### src/clk_temp_regs.vh
// Purpose: Register offsets, field positions, reset values and timing counts.
// Assumes: 8-bit register port, 40 MHz core clock.
// Notes: Definitions only.
`ifndef CLK_TEMP_REGS_VH
`define CLK_TEMP_REGS_VH
`define ADDR_DIE_TEMP 8'h31
`define ADDR_INT_DET1 8'h26
`define ADDR_LOW_PWR 8'h35
`define ADDR_RATE 8'h36
`define ADDR_CLK_CFG1 8'h4f
`define ADDR_CLK_CFG2 8'h50
`define RST_LOW_PWR 8'h00
`define RST_RATE 8'h32
`define RST_CLK_CFG1 8'h00
`define RST_CLK_CFG2 8'h11
`define BIT_TEMP_REQ 5
`define BIT_TEMP_VALID 4
`define BIT_POR_OFF 7
`define BIT_F2_SEL 3
`define BIT_F1_SEL 2
`define BIT_CLK_FAULT1_STICKY_FLAG 5
// Counts in 40 MHz core clock cycles: 1 us acquisition, 10.6 us timeout step, 15 us per dB.
`define TEMP_CONV_CYC 16'd40
`define TO_BASE_CYC 22'd424
`define RAMP_BASE_CYC 13'd600
`endif

### src/clk_temp_bank.v
// Purpose: Register bank for die temperature, POR power, sample rate and clock faults.
// Assumes: Byte-wide register port on clk_in; fault and clock-activity inputs from pins.
// Notes: Reads return data on the cycle after rd_in.
// Operation
// - Writing one to request starts a temperature acquisition; bit clears when done.
// - Valid flag stays low during acquisition and rises only with a valid code.
// - Last measurement is reported as a 4-bit ascending band code.
// - Battery reset monitor is powered when its bit is zero, off when one.
// - Two-bit field selects sample rate 8, 16, 48 or 96 kHz.
// - Fault two recovers automatically when bit zero, else latches shutdown.
// - Fault one recovers automatically when bit zero, else latches shutdown.
// - On clock fault gain ramps down at a rate picked by a 2-bit field.
// - Playback mutes when no clock reaches detector one for selected timeout.
// - Sticky flag sets on clock fault one and clears when flag register read.
`timescale 1ns/1ps
`default_nettype none
`include "clk_temp_regs.vh"
module clk_temp_bank (
  input wire clk_in,
  input wire rst_in,
  input wire wr_in,
  input wire rd_in,
  input wire [7:0] addr_in,
  input wire [7:0] wdata_in,
  output reg [7:0] rdata_out,
  input wire [3:0] temp_code_in,
  input wire fault1_in,
  input wire fault2_in,
  input wire clk1_tick_in,
  input wire host_recover_in,
  output reg por_power_down_out,
  output reg [1:0] sample_rate_out,
  output reg [1:0] fault_gain_ramp_rate_out,
  output reg ramp_step_out,
  output reg mute_out,
  output reg shutdown_out
);
  localparam ST_IDLE = 2'b01;
  localparam ST_CONV = 2'b10;
  reg [1:0] state;
  reg [15:0] conv_cnt;
  reg temp_read_request;
  reg temp_result_valid;
  reg [3:0] temp_band_code;
  reg [7:0] low_power_config;
  reg [7:0] input_sample_rate_config;
  reg [7:0] clock_fault_recovery_config;
  reg [7:0] clock_fault_ramp_timeout_config;
  reg clk_fault1_sticky_flag;
  reg [1:0] s_f1, s_f2;
  reg [2:0] s_tk, s_rc;
  reg [3:0] t_s1, t_s2, t_s3;
  reg [21:0] idle_cnt;
  reg idle_fault;
  reg latch1, latch2;
  reg [12:0] ramp_cnt;
  wire f1 = s_f1[1] | idle_fault;
  wire f2 = s_f2[1];
  wire any_fault = f1 | f2 | latch1 | latch2;
  wire rd_flags = rd_in && addr_in == `ADDR_INT_DET1;
  function [21:0] timeout_cycles;
    input [2:0] code;
    // Codes four and up add one doubling, so the longest window is about 2.7 ms.
    if (code[2])
      timeout_cycles = (`TO_BASE_CYC << ({1'b0, code} + 4'd1)) - 22'd1;
    else
      timeout_cycles = (`TO_BASE_CYC << code) - 22'd1;
  endfunction
  function [12:0] ramp_cycles;
    input [1:0] code;
    ramp_cycles = (`RAMP_BASE_CYC << code) - 13'd1;
  endfunction
  // Pins cross into clk_in through two stages; logic reads stage two and later only.
  // Tick and sensor code keep a third stage so edges and changes can be seen; recovery is read at stage three as a level.
  always @(posedge clk_in or posedge rst_in) begin
    if (rst_in) begin
      s_f1 <= 2'h0;
      s_f2 <= 2'h0;
      s_tk <= 3'h0;
      s_rc <= 3'h0;
      t_s1 <= 4'h0;
      t_s2 <= 4'h0;
      t_s3 <= 4'h0;
    end else begin
      s_f1 <= {s_f1[0], fault1_in};
      s_f2 <= {s_f2[0], fault2_in};
      s_tk <= {s_tk[1], s_tk[0], clk1_tick_in};
      s_rc <= {s_rc[1], s_rc[0], host_recover_in};
      t_s1 <= temp_code_in;
      t_s2 <= t_s1;
      t_s3 <= t_s2;
    end
  end
  always @(posedge clk_in or posedge rst_in) begin
    if (rst_in) begin
      state <= ST_IDLE;
      conv_cnt <= 16'h0000;
      temp_read_request <= 1'b0;
      temp_result_valid <= 1'b0;
      temp_band_code <= 4'h0;
    end else begin
      case (state)
        ST_IDLE: begin
          if (wr_in && addr_in == `ADDR_DIE_TEMP && wdata_in[`BIT_TEMP_REQ]) begin
            temp_read_request <= 1'b1;
            temp_result_valid <= 1'b0;
            conv_cnt <= 16'h0000;
            state <= ST_CONV;
          end
        end
        ST_CONV: begin
          // The sensor code is a word from another domain with no handshake, so it is
          // taken only once two successive synchronised samples agree; a code caught
          // mid-change stretches the acquisition instead of storing a mixed value.
          if (conv_cnt == `TEMP_CONV_CYC - 16'd1) begin
            if (t_s2 == t_s3) begin
              temp_read_request <= 1'b0;
              temp_band_code <= t_s3;
              temp_result_valid <= 1'b1;
              state <= ST_IDLE;
            end
          end else begin
            conv_cnt <= conv_cnt + 16'd1;
          end
        end
        default: state <= ST_IDLE;
      endcase
    end
  end
  always @(posedge clk_in or posedge rst_in) begin
    if (rst_in) begin
      low_power_config <= `RST_LOW_PWR;
      input_sample_rate_config <= `RST_RATE;
      clock_fault_recovery_config <= `RST_CLK_CFG1;
      clock_fault_ramp_timeout_config <= `RST_CLK_CFG2;
    end else if (wr_in) begin
      // Writes to read-only or unmapped addresses fall through and change nothing.
      case (addr_in)
        `ADDR_LOW_PWR: low_power_config <= wdata_in;
        `ADDR_RATE: input_sample_rate_config <= wdata_in;
        `ADDR_CLK_CFG1: clock_fault_recovery_config <= wdata_in;
        `ADDR_CLK_CFG2: clock_fault_ramp_timeout_config <= wdata_in;
        default: ;
      endcase
    end
  end
  // Missing clock: count cycles since last detector-one tick edge.
  always @(posedge clk_in or posedge rst_in) begin
    if (rst_in) begin
      idle_cnt <= 22'h0;
      idle_fault <= 1'b0;
    end else if (s_tk[2] != s_tk[1]) begin
      idle_cnt <= 22'h0;
      idle_fault <= 1'b0;
    end else if (idle_cnt >= timeout_cycles(clock_fault_ramp_timeout_config[5:3])) begin
      idle_fault <= 1'b1;
    end else begin
      idle_cnt <= idle_cnt + 22'd1;
    end
  end
  // Latched shutdown holds until the host pulses recovery; set wins over recovery.
  always @(posedge clk_in or posedge rst_in) begin
    if (rst_in) begin
      latch1 <= 1'b0;
      latch2 <= 1'b0;
      clk_fault1_sticky_flag <= 1'b0;
    end else begin
      if (f1 && clock_fault_recovery_config[`BIT_F1_SEL])
        latch1 <= 1'b1;
      else if (s_rc[2])
        latch1 <= 1'b0;
      if (f2 && clock_fault_recovery_config[`BIT_F2_SEL])
        latch2 <= 1'b1;
      else if (s_rc[2])
        latch2 <= 1'b0;
      if (f1)
        clk_fault1_sticky_flag <= 1'b1;
      else if (rd_flags)
        clk_fault1_sticky_flag <= 1'b0;
    end
  end
  always @(posedge clk_in or posedge rst_in) begin
    if (rst_in) begin
      ramp_cnt <= 13'h0;
      ramp_step_out <= 1'b0;
      mute_out <= 1'b0;
      shutdown_out <= 1'b0;
      por_power_down_out <= 1'b0;
      sample_rate_out <= 2'h0;
      fault_gain_ramp_rate_out <= 2'h0;
    end else begin
      por_power_down_out <= low_power_config[`BIT_POR_OFF];
      sample_rate_out <= input_sample_rate_config[1:0];
      fault_gain_ramp_rate_out <= clock_fault_ramp_timeout_config[7:6];
      mute_out <= any_fault;
      shutdown_out <= latch1 | latch2;
      ramp_step_out <= 1'b0;
      // The step timer restarts whenever every fault has cleared, so each fault begins
      // with a full step period before the first one-dB step.
      if (!any_fault) begin
        ramp_cnt <= 13'h0;
      end else if (ramp_cnt >= ramp_cycles(clock_fault_ramp_timeout_config[7:6])) begin
        ramp_cnt <= 13'h0;
        ramp_step_out <= 1'b1;
      end else begin
        ramp_cnt <= ramp_cnt + 13'd1;
      end
    end
  end
  always @(posedge clk_in or posedge rst_in) begin
    if (rst_in) begin
      rdata_out <= 8'h00;
    end else if (rd_in) begin
      case (addr_in)
        `ADDR_DIE_TEMP: rdata_out <= {2'b00, temp_read_request, temp_result_valid,
                                      temp_band_code};
        `ADDR_INT_DET1: rdata_out <= {2'b00, clk_fault1_sticky_flag, 5'b00000};
        `ADDR_LOW_PWR: rdata_out <= low_power_config;
        `ADDR_RATE: rdata_out <= input_sample_rate_config;
        `ADDR_CLK_CFG1: rdata_out <= clock_fault_recovery_config;
        `ADDR_CLK_CFG2: rdata_out <= clock_fault_ramp_timeout_config;
        default: rdata_out <= 8'h00;
      endcase
    end
  end
endmodule // clk_temp_bank
`default_nettype wire

### config.mk
export PLATFORM = sky130hd
export DESIGN_NAME = clk_temp_bank
export DESIGN_NICKNAME = d
export VERILOG_FILES = /design/src/clk_temp_bank.v
export VERILOG_INCLUDE_DIRS = /design/src /design/src/src
export SDC_FILE = /design/constraint.sdc
export NUM_CORES = 1
export LEC_CHECK = 0
export BUFFER_PORTS_ARGS = -buffer_cell sky130_fd_sc_hd__buf_2
export CAP_MARGIN = 0
export CORE_ASPECT_RATIO = 1.25
export CORE_MARGIN = 8
export CORE_UTILIZATION = 45
export DETAILED_ROUTE_END_ITERATION = 7
export GPL_ROUTABILITY_DRIVEN = 0
export PLACE_DENSITY = 0.65
export SETUP_SLACK_MARGIN = 0.2
export SLEW_MARGIN = 20
export SYNTH_ARGS = -nofsm -noshare
export SYNTH_HDL_FRONTEND = slang
export SYNTH_SLANG_ARGS = --single-unit
### constraint.sdc
create_clock -name clk_in -period 5 [get_ports clk_in]
set_input_delay 0.25 -clock clk_in [delete_from_list [all_inputs] [get_ports clk_in]]
set_output_delay 0.25 -clock clk_in [all_outputs]
set_load 0.05 [all_outputs]
==> Word-level counts from Yosys, hierarchy flattened <==
Cells that the tools add are included.
{ "word_totals": {"regBits": 133} }
{ "classes": {"shift": 3, "mux": 31, "n_addsub": 7, "order_cmp": 2, "eq_ne": 16, "n_reduce_logical": 18, "bitwise_logic": 5} }
{ "op_table": {"columns": ["op", "count"], "rows": [
  ["$mux W22", 4],
  ["$pmux W8 S6", 1],
  ["$sub A22 B1 Y22 const B", 2],
  ["$eq A8 B6 Y1 const B", 4],
  ["$mux W16", 2],
  ["$pmux W16 S2", 1],
  ["$mux W13", 2],
  ["$add A22 B1 Y22 const B", 1],
  ["$ge A22 B22 Y1", 1],
  ["$shl A9 B3 Y22 const A", 1],
  ["$shl A9 B4 Y22 const A", 1],
  ["$add A16 B1 Y16 const B", 1],
  ["$eq A16 B6 Y1 const B", 1],
  ["$eq A8 B7 Y1 const B", 2],
  ["$mux W1", 15],
  ["$add A13 B1 Y13 const B", 1],
  ["$ge A13 B13 Y1", 1],
  ["$shl A10 B2 Y13 const A", 1],
  ["$sub A13 B1 Y13 const B", 1],
  ["$ne A2 B2 Y1 const B", 5],
  ["$reduce_bool A2 Y1", 5],
  ["$reduce_and A3 Y1", 3],
  ["$reduce_and A2 Y1", 4],
  ["$mux W2", 3],
  ["10 further kinds", 19]
]} }

==> Longest topological paths before layout <==
Gate-level depths: netlist of the first run.
{ "depth": {"depth_word": 8, "depth_mapped": 21, "ltp_nobuf": 18} }

==> Worst setup path before layout of the first run <==
Ideal clock, no wire load.
{ "synth_path": {"kind": "register to register", "startpoint": "register clock_fault_ramp_timeout_config[5]", "endpoint": "register idle_cnt[6]", "path_buffers": 4, "period_less_slack_ns": 4.248, "slack_ns": 0.752, "t_arrival_ns": 4.170, "path_stages_with_launch": 22, "setup_time_ns": 0.078, "path_cell_list": "dfrtp_1 > buf_2 > buf_1 > nand2_1 > o21ai_0 > inv_1 > ha_1 > clkbuf_1 > nor2_1 > o21ai_0 > o21ai_0 > nand3_1 > a2111oi_0 > xor2_1 > ha_1 > a21oi_1 > a31oi_1 > nor4_4 > nand4_2 > buf_6 > or3_1 > a21oi_1"} }
{ "synth_via": {"elab_chain_cells": 7} }
{ "synth_rtl": {"columns": ["element", "line", "rtl"], "rows": [
  ["start: declaration", "clk_temp_bank.v:48", "reg [7:0] clock_fault_ramp_timeout_config;"],
  ["start signal: assignment", "clk_temp_bank.v:135", "clock_fault_ramp_timeout_config <= `RST_CLK_CFG2;"],
  ["start signal: assignment", "clk_temp_bank.v:142", "`ADDR_CLK_CFG2: clock_fault_ramp_timeout_config <= wdata_in;"],
  ["$add A3 B1 Y4", "clk_temp_bank.v:65", "timeout_cycles = (`TO_BASE_CYC << ({1'b0, code} + 4'd1)) - 22'd1;"],
  ["$shl A9 B4 Y22 (no source line)", null, null],
  ["$sub A22 B1 Y22", "clk_temp_bank.v:65", null],
  ["$mux W22 (*)", "clk_temp_bank.v:64", "if (code[2])"],
  ["$mux W22 (*)", "clk_temp_bank.v:152", "end else if (s_tk[2] != s_tk[1]) begin"],
  ["$ge A22 B22 Y1 (*)", "clk_temp_bank.v:155", "end else if (idle_cnt >= timeout_cycles(clock_fault_ramp_timeout_config[5:3])) begin"],
  ["$ne A2 B2 Y1 (no source line) (*)", null, null],
  ["end signal: assignment", "clk_temp_bank.v:158", "idle_cnt <= idle_cnt + 22'd1;"],
  ["end: declaration", "clk_temp_bank.v:53", "reg [21:0] idle_cnt;"]
]} }
Every way passes the cells marked *; elsewhere a longest branch is shown, timed or not. The select of a mux whose other input is x is not followed.
A chain may end at the register's enable or synchronous reset.

==> Worst setup path in the final report of the first run <==
{ "layout_path": {"startpoint": "register clock_fault_ramp_timeout_config[4]", "endpoint": "register idle_cnt[12]"} }
The elaborated chain is that of the path after synthesis.

==> metrics.txt, run 1 <==
status finished with violations; failing checks hold timing; Core Region 14,410 sq um; startpoint types flip-flop; total grt overflow 0; Clock Power Share 0.477; Main synth FF type dfrtp_1; Worst Setup End Kind flip-flop; Area after DPL 7066 sq um; area leader, netlist dfrtp_1; largest net degree at the start of global routing 85; worst slack, placed 0.2718 ns; worst vdd ir 0.2431 mV; P&R area growth vs syn 17.05%; number of global-route vias before repair 4,989; sw power 0.6365 mW; Final min period 4.328 ns; Bufs and invs on worst path 0; Clk Latency, worst-skew pair 0.42 ns; DRC violations left 0; Global Route Usage Sum 0.1550; Max Freq 231.1 MHz; Crit-path slowest cell o21ai_0; via count 4,948; vias per cell 5.610; post-route ant nets 0; clock root buffer clkbuf_16; worst clock skew 0.009770 ns; Inserted Clock Buffers 17; Initial Util 0.4616; Worst-Margin Slew 0.9545 ns; Comb pwr share 0.078; clock buffer depth 2; unrepaired setup endpoints after global routing no; share of post-route cells with drive strength above 1 0.1903; initial antenna violation count 1; Critical Path AT 4.66 ns; Setup Crit Path Kind reg2reg; clk slew on worst S/H paths 0.06 ns; Cells after Synth 630; Setup Viol. Count Final 0; Post-synth ARST share 1.000; final slew viol count 0; DP Wirelength 10,180 um; sequential area share after synthesis 0.5016; Wirelength per Cell 16.13 um; H-tree levels 4; drt first-iter violations 390; Cell Area, Synth 6650 sq um; max cap viols 0; synth unique cells 53; sequential power share 0.445; slew margin rel. 0.3636; YS warnings 0; most used cell, CP ha_1; syn nets 698; Synth Register Bits 133; Fin. Hold Viols 66; Critical Path, Cell by Cell ha_1 -> nand2b_1 -> nand3_1 -> ha_1 -> nand3_1 -> xor2_1 -> ha_1 -> a21oi_1 -> o21ai_0 -> o21ai_0 -> nand4_4 -> or3_1 -> a21oi_1; Sw Ratio 0.2456; Cell Int Power 1.955 mW; share of the synthesized area in the top cell type 0.4779; Port Buf Inserts 43; Die H 151.9 um; Final Cycle Share 0.8656; Ant. Diodes 0; final worst slack 0.6720 ns; drt first pass iters 5; reg2reg setup slack 0.67 ns; CP max FO 18; Design Area, Final 7784 sq um; top cells by area, synth dfrtp_1, ha_1, mux2_2, nor2_1, xor2_1; Die Width 124.7 um; Sink Count 133; worst min path class in2async; Crit path max-delay family simple AND/OR/NAND/NOR gates; fin nets 759; num rows 49; critical path's largest stage delay 0.69 ns; Pwr Density 333.0 nW/um^2; Post-synth EDFFs 0; worst path required time 5.34 ns; first-pass GRT wire length 24,290 um; Die ar. 18,950 sq um; hold_ws -0.02505 ns; setup TNS 0 ns; I/O pin count 44; TritonCTS clock tree yes; P_leak 3.515 nW; final WL 14,230 um; syn avg cell area 10.56 sq um
==> power groups by stage <==
stage                     combinational (mW)  clock, mW  sequential, mW
after floorplan                        0.127          0            1.18
after global placement                 0.187          0            1.17
after detailed placement               0.195          0            1.17
after CTS                              0.202       1.26            1.15
after global routing                   0.228       1.31            1.16
final                                  0.202       1.24            1.15
==> synth_stat cells, drive strengths merged, types with 3 or more instances <==
library cell,instances
inv,29
or3,16
and2,5
nand3,27
nor3,11
xnor2,16
mux2i,7
o2bb2ai,4
a221oi,6
dfrtp,127
a31oi,3
nand4b,3
xor2,24
a21o,8
nor2,58
and3,9
nor3b,5
nand2,40
a21oi,31
ha,40
nor4,10
o22ai,5
buf,6
dfstp,6
o21ai,38
mux2,36
nand4,14
a211oi,4
clkbuf,12
==> state kept, by name, indices dropped and copies added (netlist names), 2 cells and up <==
signal / cells
t_s2: 4
s_tk: 3
temp_band_code: 4
clock_fault_recovery_config: 8
clock_fault_ramp_timeout_config: 8
input_sample_rate_config: 8
ramp_cnt: 13
state: 2
sample_rate_out: 2
low_power_config: 8
s_f2: 2
s_f1: 2
t_s1: 4
rdata_out: 8
fault_gain_ramp_rate_out: 2
s_rc: 3
idle_cnt: 22
t_s3: 4
conv_cnt: 16
==> layout by cell type, fill, tap and decap left out, types with 17 or more instances in the layout <==
cell type	netlist	layout
buf_2	2	43
inv_1	29	28
clkbuf_16	0	17
nand2_1	40	40
xor2_1	24	24
ha_1	40	39
a21oi_1	31	31
dfrtp_1	127	127
mux2_2	36	36
nor2_1	58	57
o21ai_0	38	37
nand3_1	27	26
==> final cells by class <==
class | count | area [sq um]
Sequential cell | 133 | 3336
Multi-Input combinational cell | 450 | 3161
Tap cell | 178 | 222.7
Fill cell | 1242 | 6624
Clock buffer | 20 | 446.7
Clock inverter | 12 | 143.9
Timing Repair Buffer | 60 | 360.3
Inverter | 29 | 113.9
==> repair_timing <==
item,CTS,global route
setup endpoints to repair,0,17
hold buffers,8,0
setup buffers,0,2
endpoints found under the hold margin,8,0
resized for setup,0,8
==> routing by layer <==
layer,vias to the layer above,share of wire,global-route usage
li1,2384,-,-
met1,2429,0.44,0.1911
met2,104,0.49,0.2523
met3,29,0.042,0.03411
met4,2,0.022,0.07303
met5,-,0.00070,0
==> worst paths after layout <==
check,from,depth (start not counted),endpoint
setup reg to reg,clock_fault_ramp_timeout_config[4],13,idle_cnt[12]
hold reg to reg,s_f2[0],0,s_f2[1]
hold / removal,rst_in,2,temp_band_code[1]
setup / recovery,clock_fault_ramp_timeout_config[4],13,idle_cnt[12]
max in group asynchronous,rst_in,3,shutdown_out
min in group clk_in,wdata_in[7],2,clock_fault_recovery_config[7]
==> metrics by stage <==
stage / cells / util / hold WS [ns] / power (mW)
floorplan: 630 / - / 0.2814 / 1.302
global placement: 840 / 0.4904 / 0.3344 / 1.357
detailed placement: 840 / 0.4904 / 0.3372 / 1.367
CTS: 880 / 0.5370 / 0.09064 / 2.613
global route: 882 / 0.5403 / 0.04618 / 2.692
finish: 882 / 0.5403 / -0.02505 / 2.592
==> kinds of logic after synthesis <==
logic type | Yosys count | synth area share
AND/OR/NAND/NOR | 210 | 0.1616
flip-flops | 133 | 0.5016
AO/OA/AOI/OAI | 117 | 0.1093
buffers and inverters | 47 | 0.02803
multiplexers | 43 | 0.07150
XOR/XNOR | 40 | 0.05268
adder cells (fa/ha/maj) | 40 | 0.07526
Note: power is estimated with default switching activity, not from simulation.
==> inputs of run 2 (changes only) <==
CORE_ASPECT_RATIO = not set   (was 1.25)
CORE_UTILIZATION = 61   (was 45)
PLACE_DENSITY = 0.83   (was 0.65)
==> metrics.txt, run 2 (synthesis results as in run 1) <==
status complete, no violations (was finished with violations); WP depth 19 (was 13); Worst-Margin Slew 0.9720 ns (was 0.9545 ns); final WL 15,140 um (was 14,230 um); worst path required time 5.45 ns (was 5.34 ns); slew margin rel. 0.3520 (was 0.3636); Initial Util 0.6189 (was 0.4616); drt first pass iters 5 (unchanged); most frequent cells in the layout dfrtp_1, nor2_1, buf_2 (unchanged); fillers 708 (was 1,242); Critical Path AT 4.95 ns (was 4.66 ns); Global Route Usage Sum 0.2143 (was 0.1550); Final Cycle Share 0.9008 (was 0.8656); initial antenna violation count 0 (was 1); Die Width 120.4 um (was 124.7 um); unrepaired setup endpoints after global routing no (unchanged); hold_ws 0.03647 ns (was -0.02505 ns); clock root buffer clkbuf_8 (was clkbuf_16); Pwr Density 328.9 nW/um^2 (was 333.0 nW/um^2); Worst Setup End Kind flip-flop (unchanged); vias per cell 6.002 (was 5.610); post-route ant nets 0 (unchanged); via count 5,108 (was 4,948); most used cell, CP ha_1 (unchanged); worst clock skew 0.007963 ns (was 0.009770 ns); drt first-iter violations 473 (was 390); Crit-path slowest cell dfstp_2 (was o21ai_0); Die ar. 14,500 sq um (was 18,950 sq um); largest net degree at the start of global routing 83 (was 85); final slew viol count 0 (unchanged); critical path's largest stage delay 0.62 ns (was 0.69 ns); reg2reg setup slack 0.50 ns (was 0.67 ns); share of post-route cells with drive strength above 1 0.1899 (was 0.1903); clk slew on worst S/H paths 0.06 ns (about the same); P&R area growth vs syn 17.10% (was 17.05%); Core Region 10,750 sq um (was 14,410 sq um); TritonCTS clock tree yes (unchanged); Final min period 4.504 ns (was 4.328 ns); Critical Path, Cell by Cell ha_1 -> nand2_1 -> o21ai_1 -> inv_1 -> ha_1 -> nor2_1 -> o21ai_0 -> o21ai_0 -> nand3_1 -> a2111oi_4 -> xor2_1 -> ha_1 -> a21oi_1 -> a31oi_1 -> nor4_4 -> buf_4 -> nand4_4 -> or3_1 -> a21oi_1 (was ha_1 -> nand2b_1 -> nand3_1 -> ha_1 -> nand3_1 -> xor2_1 -> ha_1 -> a21oi_1 -> o21ai_0 -> o21ai_0 -> nand4_4 -> or3_1 -> a21oi_1); Inserted Clock Buffers 17 (unchanged); Top reg by flops idle_cnt (unchanged); max cap viols 0 (unchanged); Fin. Hold Viols 0 (was 66); commonest non-fill, non-tap cell in the layout dfrtp_1 (unchanged); DP Wirelength 10,290 um (was 10,180 um); number of global-route vias before repair 5,123 (was 4,989); Setup Viol. Count Final 0 (unchanged); clock buffer depth 2 (unchanged); startpoint types flip-flop (unchanged); I/O pin count 44 (unchanged); first-pass GRT wire length 24,840 um (was 24,290 um); DRC violations left 0 (unchanged); CP max FO 15 (was 18); H-tree levels 4 (unchanged); Max Freq 222.0 MHz (was 231.1 MHz); P_leak 3.543 nW (was 3.515 nW); Ant. Diodes 0 (unchanged); worst min path class in2reg (was in2async); Port Buf Inserts 43 (unchanged); Bufs and invs on worst path 2 (was 0); Design Power 2.561 mW (was 2.592 mW); largest registers idle_cnt: 22 flops, conv_cnt: 16 flops, ramp_cnt: 13 flops (unchanged); Clk Latency, worst-skew pair 0.53 ns (was 0.42 ns); max reg flops 22 (unchanged); Wirelength per Cell 17.79 um (was 16.13 um); worst vdd ir 0.2705 mV (was 0.2431 mV); num rows 38 (was 49); fin nets 766 (was 759); Hold Crit Depth 2; Crit path max-delay family simple AND/OR/NAND/NOR gates (unchanged); Setup Crit Path Kind reg2reg (unchanged); setup TNS 0 ns (unchanged); Sink Count 133 (unchanged); Die H 120.4 um (was 151.9 um); total grt overflow 0 (unchanged); reg2reg path depth 19 (was 13)
## run 2: changes by cell type in the layout (fill, tap and decap cells not counted), sizes merged
cell | before | now
clkbuf | 21 | 22
buf | 51 | 54
inv | 35 | 29
clkinv | 2 | 6
dlygate4sd3 | 8 | 13
## run 2: worst paths after layout
path                                                    startpoint                            endpoint
worst min-delay path                                   wdata_in[5]         input_sample_rate_config[5]
max in group asynchronous                                   rst_in  clock_fault_ramp_timeout_config[5]
min in group asynchronous                                   rst_in                  por_power_down_out
worst max-delay path            clock_fault_ramp_timeout_config[4]                         idle_cnt[6]
worst max register to register  clock_fault_ramp_timeout_config[4]                         idle_cnt[6]
worst min register to register                             t_s1[1]                             t_s2[1]
## run 2: metal layers
layer,GRT usage,share of wire,vias up
li1,-,-,2402
met1,0.2634,0.42,2506
met2,0.3477,0.50,163
met3,0.05035,0.057,37
met4,0.1093,0.027,0
met5,0,0,-
## run 2: what timing repair did
| item | in CTS | in global routing |
|---|---|---|
| pin swaps | 0 | 1 |
| resized for setup | 2 | 7 |
| endpoints found under the hold margin | 99 | 0 |
| buffers inserted | 0 | 6 |
| setup endpoints to repair | 13 | 15 |
| hold buffers | 13 | 0 |
## run 2: final cells by class
class | instances | area (sq um) | share of cell area
Sequential cell | 133 | 3337 | 0.4285
Multi-Input combinational cell | 450 | 3168 | 0.4068
Clock buffer | 22 | 462.9 | 0.05945
Timing Repair Buffer | 67 | 427.9 | 0.05495
Tap cell | 140 | 175.2 | 0.02249
Inverter | 29 | 111.4 | 0.01430
Clock inverter | 10 | 105.1 | 0.01350
## run 2: metrics by stage
step	cells	area, sq um	util	setup slack (ns)
2_1_floorplan	630	6650	-	0.7519
3_3_place_gp	800	7003	0.6517	0.4125
3_5_place_dp	800	7003	0.6517	0.1150
4_1_cts	845	7707	0.7173	0.2078
5_1_grt	851	7787	0.7247	0.2702
6_report	851	7787	0.7247	0.4962
## run 2: worst register-to-register path, cell delays in order, from the launching register on
cell and delay [ns]:
dfstp_2 0.62, ha_1 0.17, nand2_1 0.07, o21ai_1 0.18, inv_1 0.11, ha_1 0.29, nor2_1 0.23, o21ai_0 0.11
o21ai_0 0.09, nand3_1 0.18, a2111oi_4 0.35, xor2_1 0.18, ha_1 0.28, a21oi_1 0.19, a31oi_1 0.14, nor4_4 0.27
buf_4 0.18, nand4_4 0.20, or3_1 0.40, a21oi_1 0.17
## run 2: power by group
| group | internal (mW) | switching, mW |
|---|---|---|
| Sequential | 1.12 | 0.0374 |
| Combinational | 0.0817 | 0.128 |
| Clock | 0.743 | 0.451 |
| Total | 1.94 | 0.617 |
==> inputs of run 3 (changes only) <==
CORE_ASPECT_RATIO = 1.25   (was not set)
RECOVER_POWER = 100   (was not set)
==> metrics.txt, run 3 (synthesis results as in run 1) <==
Setup Crit Path Kind reg2reg (unchanged); reg2reg setup slack 0.53 ns (was 0.50 ns); Global Route Usage Sum 0.2246 (was 0.2143); drt first-iter violations 465 (was 473); worst vdd ir 0.2468 mV (was 0.2705 mV); Port Buf Inserts 43 (unchanged); most frequent cells in the layout dfrtp_1, nor2_1, nand2_1 (was dfrtp_1, nor2_1, buf_2); fillers 706 (was 708); first-pass GRT wire length 26,040 um (was 24,840 um); num rows 42 (was 38); H-tree levels 4 (unchanged); Initial Util 0.6265 (was 0.6189); sequential cell area 3337 sq um (unchanged); number of global-route vias before repair 5,443 (was 5,123); worst path required time 5.33 ns (was 5.45 ns); setup TNS 0 ns (unchanged); multi-input logic area 3177 sq um (was 3168 sq um); Top reg by flops idle_cnt (unchanged); status finished with violations (was complete, no violations); slew margin rel. -1.560 (was 0.3520); drt first pass iters 5 (unchanged); CP max FO 14 (was 15); Die Width 109.4 um (was 120.4 um); Setup Viol. Count Final 0 (unchanged); Clk Latency, worst-skew pair 0.42 ns (was 0.53 ns); TritonCTS clock tree yes (unchanged); Critical Path AT 4.81 ns (was 4.95 ns); largest net degree at the start of global routing 91 (was 83); Worst Setup End Kind flip-flop (unchanged); clk slew on worst S/H paths 0.06 ns (about the same); clock buffer depth 2 (unchanged); final WL 15,750 um (was 15,140 um); Die ar. 14,520 sq um (was 14,500 sq um); Max Freq 223.6 MHz (was 222.0 MHz); fin nets 759 (was 766); via count 5,173 (was 5,108); Final Cycle Share 0.8946 (was 0.9008); failing checks capacitance limit, slew limit; Fin. Hold Viols 0 (unchanged); unrepaired setup endpoints after global routing no (unchanged); largest registers idle_cnt: 22 flops, conv_cnt: 16 flops, ramp_cnt: 13 flops (unchanged); vias per cell 6.188 (was 6.002); startpoint types flip-flop (unchanged); Core Region 10,620 sq um (was 10,750 sq um); Wirelength per Cell 18.84 um (was 17.79 um); Sink Count 133 (unchanged); worst min path class in2reg (unchanged); Ant. Diodes 0 (unchanged); P_leak 3.450 nW (was 3.543 nW); Inserted Clock Buffers 17 (unchanged); Final min period 4.473 ns (was 4.504 ns); max cap viols 1 (was 0); fin util 0.7289 (was 0.7247); Pwr Density 346.4 nW/um^2 (was 328.9 nW/um^2); Worst-Margin Slew 3.819 ns (was 0.9720 ns); worst clock skew 0.01297 ns (was 0.007963 ns); commonest non-fill, non-tap cell in the layout dfrtp_1 (unchanged); max reg flops 22 (unchanged); post-route ant nets 0 (unchanged); Die H 132.7 um (was 120.4 um); final slew viol count 91 (was 0); clock root buffer clkbuf_16 (was clkbuf_8); initial antenna violation count 1 (was 0); total grt overflow 0 (unchanged); share of post-route cells with drive strength above 1 0.1605 (was 0.1899); DRC violations left 0 (unchanged); P&R area growth vs syn 16.35% (was 17.10%); I/O pin count 44 (unchanged); DP Wirelength 10,160 um (was 10,290 um)
## run 3: cell count changes in the layout (fill, tap and decap cells not counted), sizes merged
cell / change
buf: -23
inv: +7
dlygate4sd3: -5
clkinv: -4
bufinv: +1
clkbuf: +17
## run 3: worst paths after layout
path	start	end	cells after the start
max in group asynchronous	rst_in	clock_fault_ramp_timeout_config[3]	3
setup / recovery	clock_fault_ramp_timeout_config[3]	idle_cnt[11]	19
hold / removal	wdata_in[7]	clock_fault_ramp_timeout_config[7]	2
setup reg to reg	clock_fault_ramp_timeout_config[3]	idle_cnt[11]	19
hold reg to reg	s_rc[1]	s_rc[2]	0
min in group asynchronous	rst_in	rdata_out[1]	2
## run 3: critical path, cell delays in order, from the launching register on
cell and delay (ns):
dfrtp_2 0.50, ha_1 0.34, nand2_1 0.10, o21ai_2 0.12
inv_1 0.09, ha_2 0.24, nor2_2 0.16, o21ai_0 0.11
o21ai_0 0.09, nand3_1 0.17, a2111oi_4 0.35, xor2_1 0.21
ha_1 0.30, a21oi_1 0.16, a31oi_1 0.13, nor4_4 0.35
clkbuf_1 0.22, nand3_4 0.16, or3_1 0.40, a21oi_1 0.16
## run 3: layout make-up
class | count | share of cell area
well taps | 132 | 0.02135
clock buffers | 18 | 0.05547
clock inverters | 14 | 0.02442
multi-input cells | 450 | 0.4106
repair buffers | 60 | 0.04269
flip-flops and latches | 133 | 0.4313
inverters | 29 | 0.01423
## run 3: what timing repair did
action / 4_1_cts / 5_1_grt
pin swaps: 0 / 1
hold buffers: 8 / 0
setup buffers: 0 / 4
endpoints found under the setup margin: 14 / 16
gates resized for setup: 3 / 9
endpoints found under the hold margin: 8 / 0
## run 3: where the power goes
group	switching, mW	leakage (nW)	internal, mW
clock	0.514	0.302	0.802
combinational	0.128	1.44	0.0775
sequential	0.0386	1.71	1.12
## run 3: per-stage QoR
step	setup WS [ns]	power, mW	instance area, sq um	instances	hold slack [ns]
2_1_floorplan	0.7519	1.302	6650	630	0.2814
3_3_place_gp	0.4002	1.352	6993	792	0.3336
3_5_place_dp	0.04003	1.365	6993	792	0.3347
4_1_cts	0.2137	2.686	7702	832	0.1078
5_1_grt	0.2088	2.757	7737	836	0.1188
6_report	0.5268	2.680	7737	836	0.1147
## run 3: per-layer routing
metal,share of wire,vias up,wire [um],track usage
li1,-,2395,-,-
met1,0.39,2566,6171,0.2529
met2,0.53,157,8397,0.3882
met3,0.041,53,644,0.04179
met4,0.033,2,527,0.1174
met5,0.00076,-,12,0
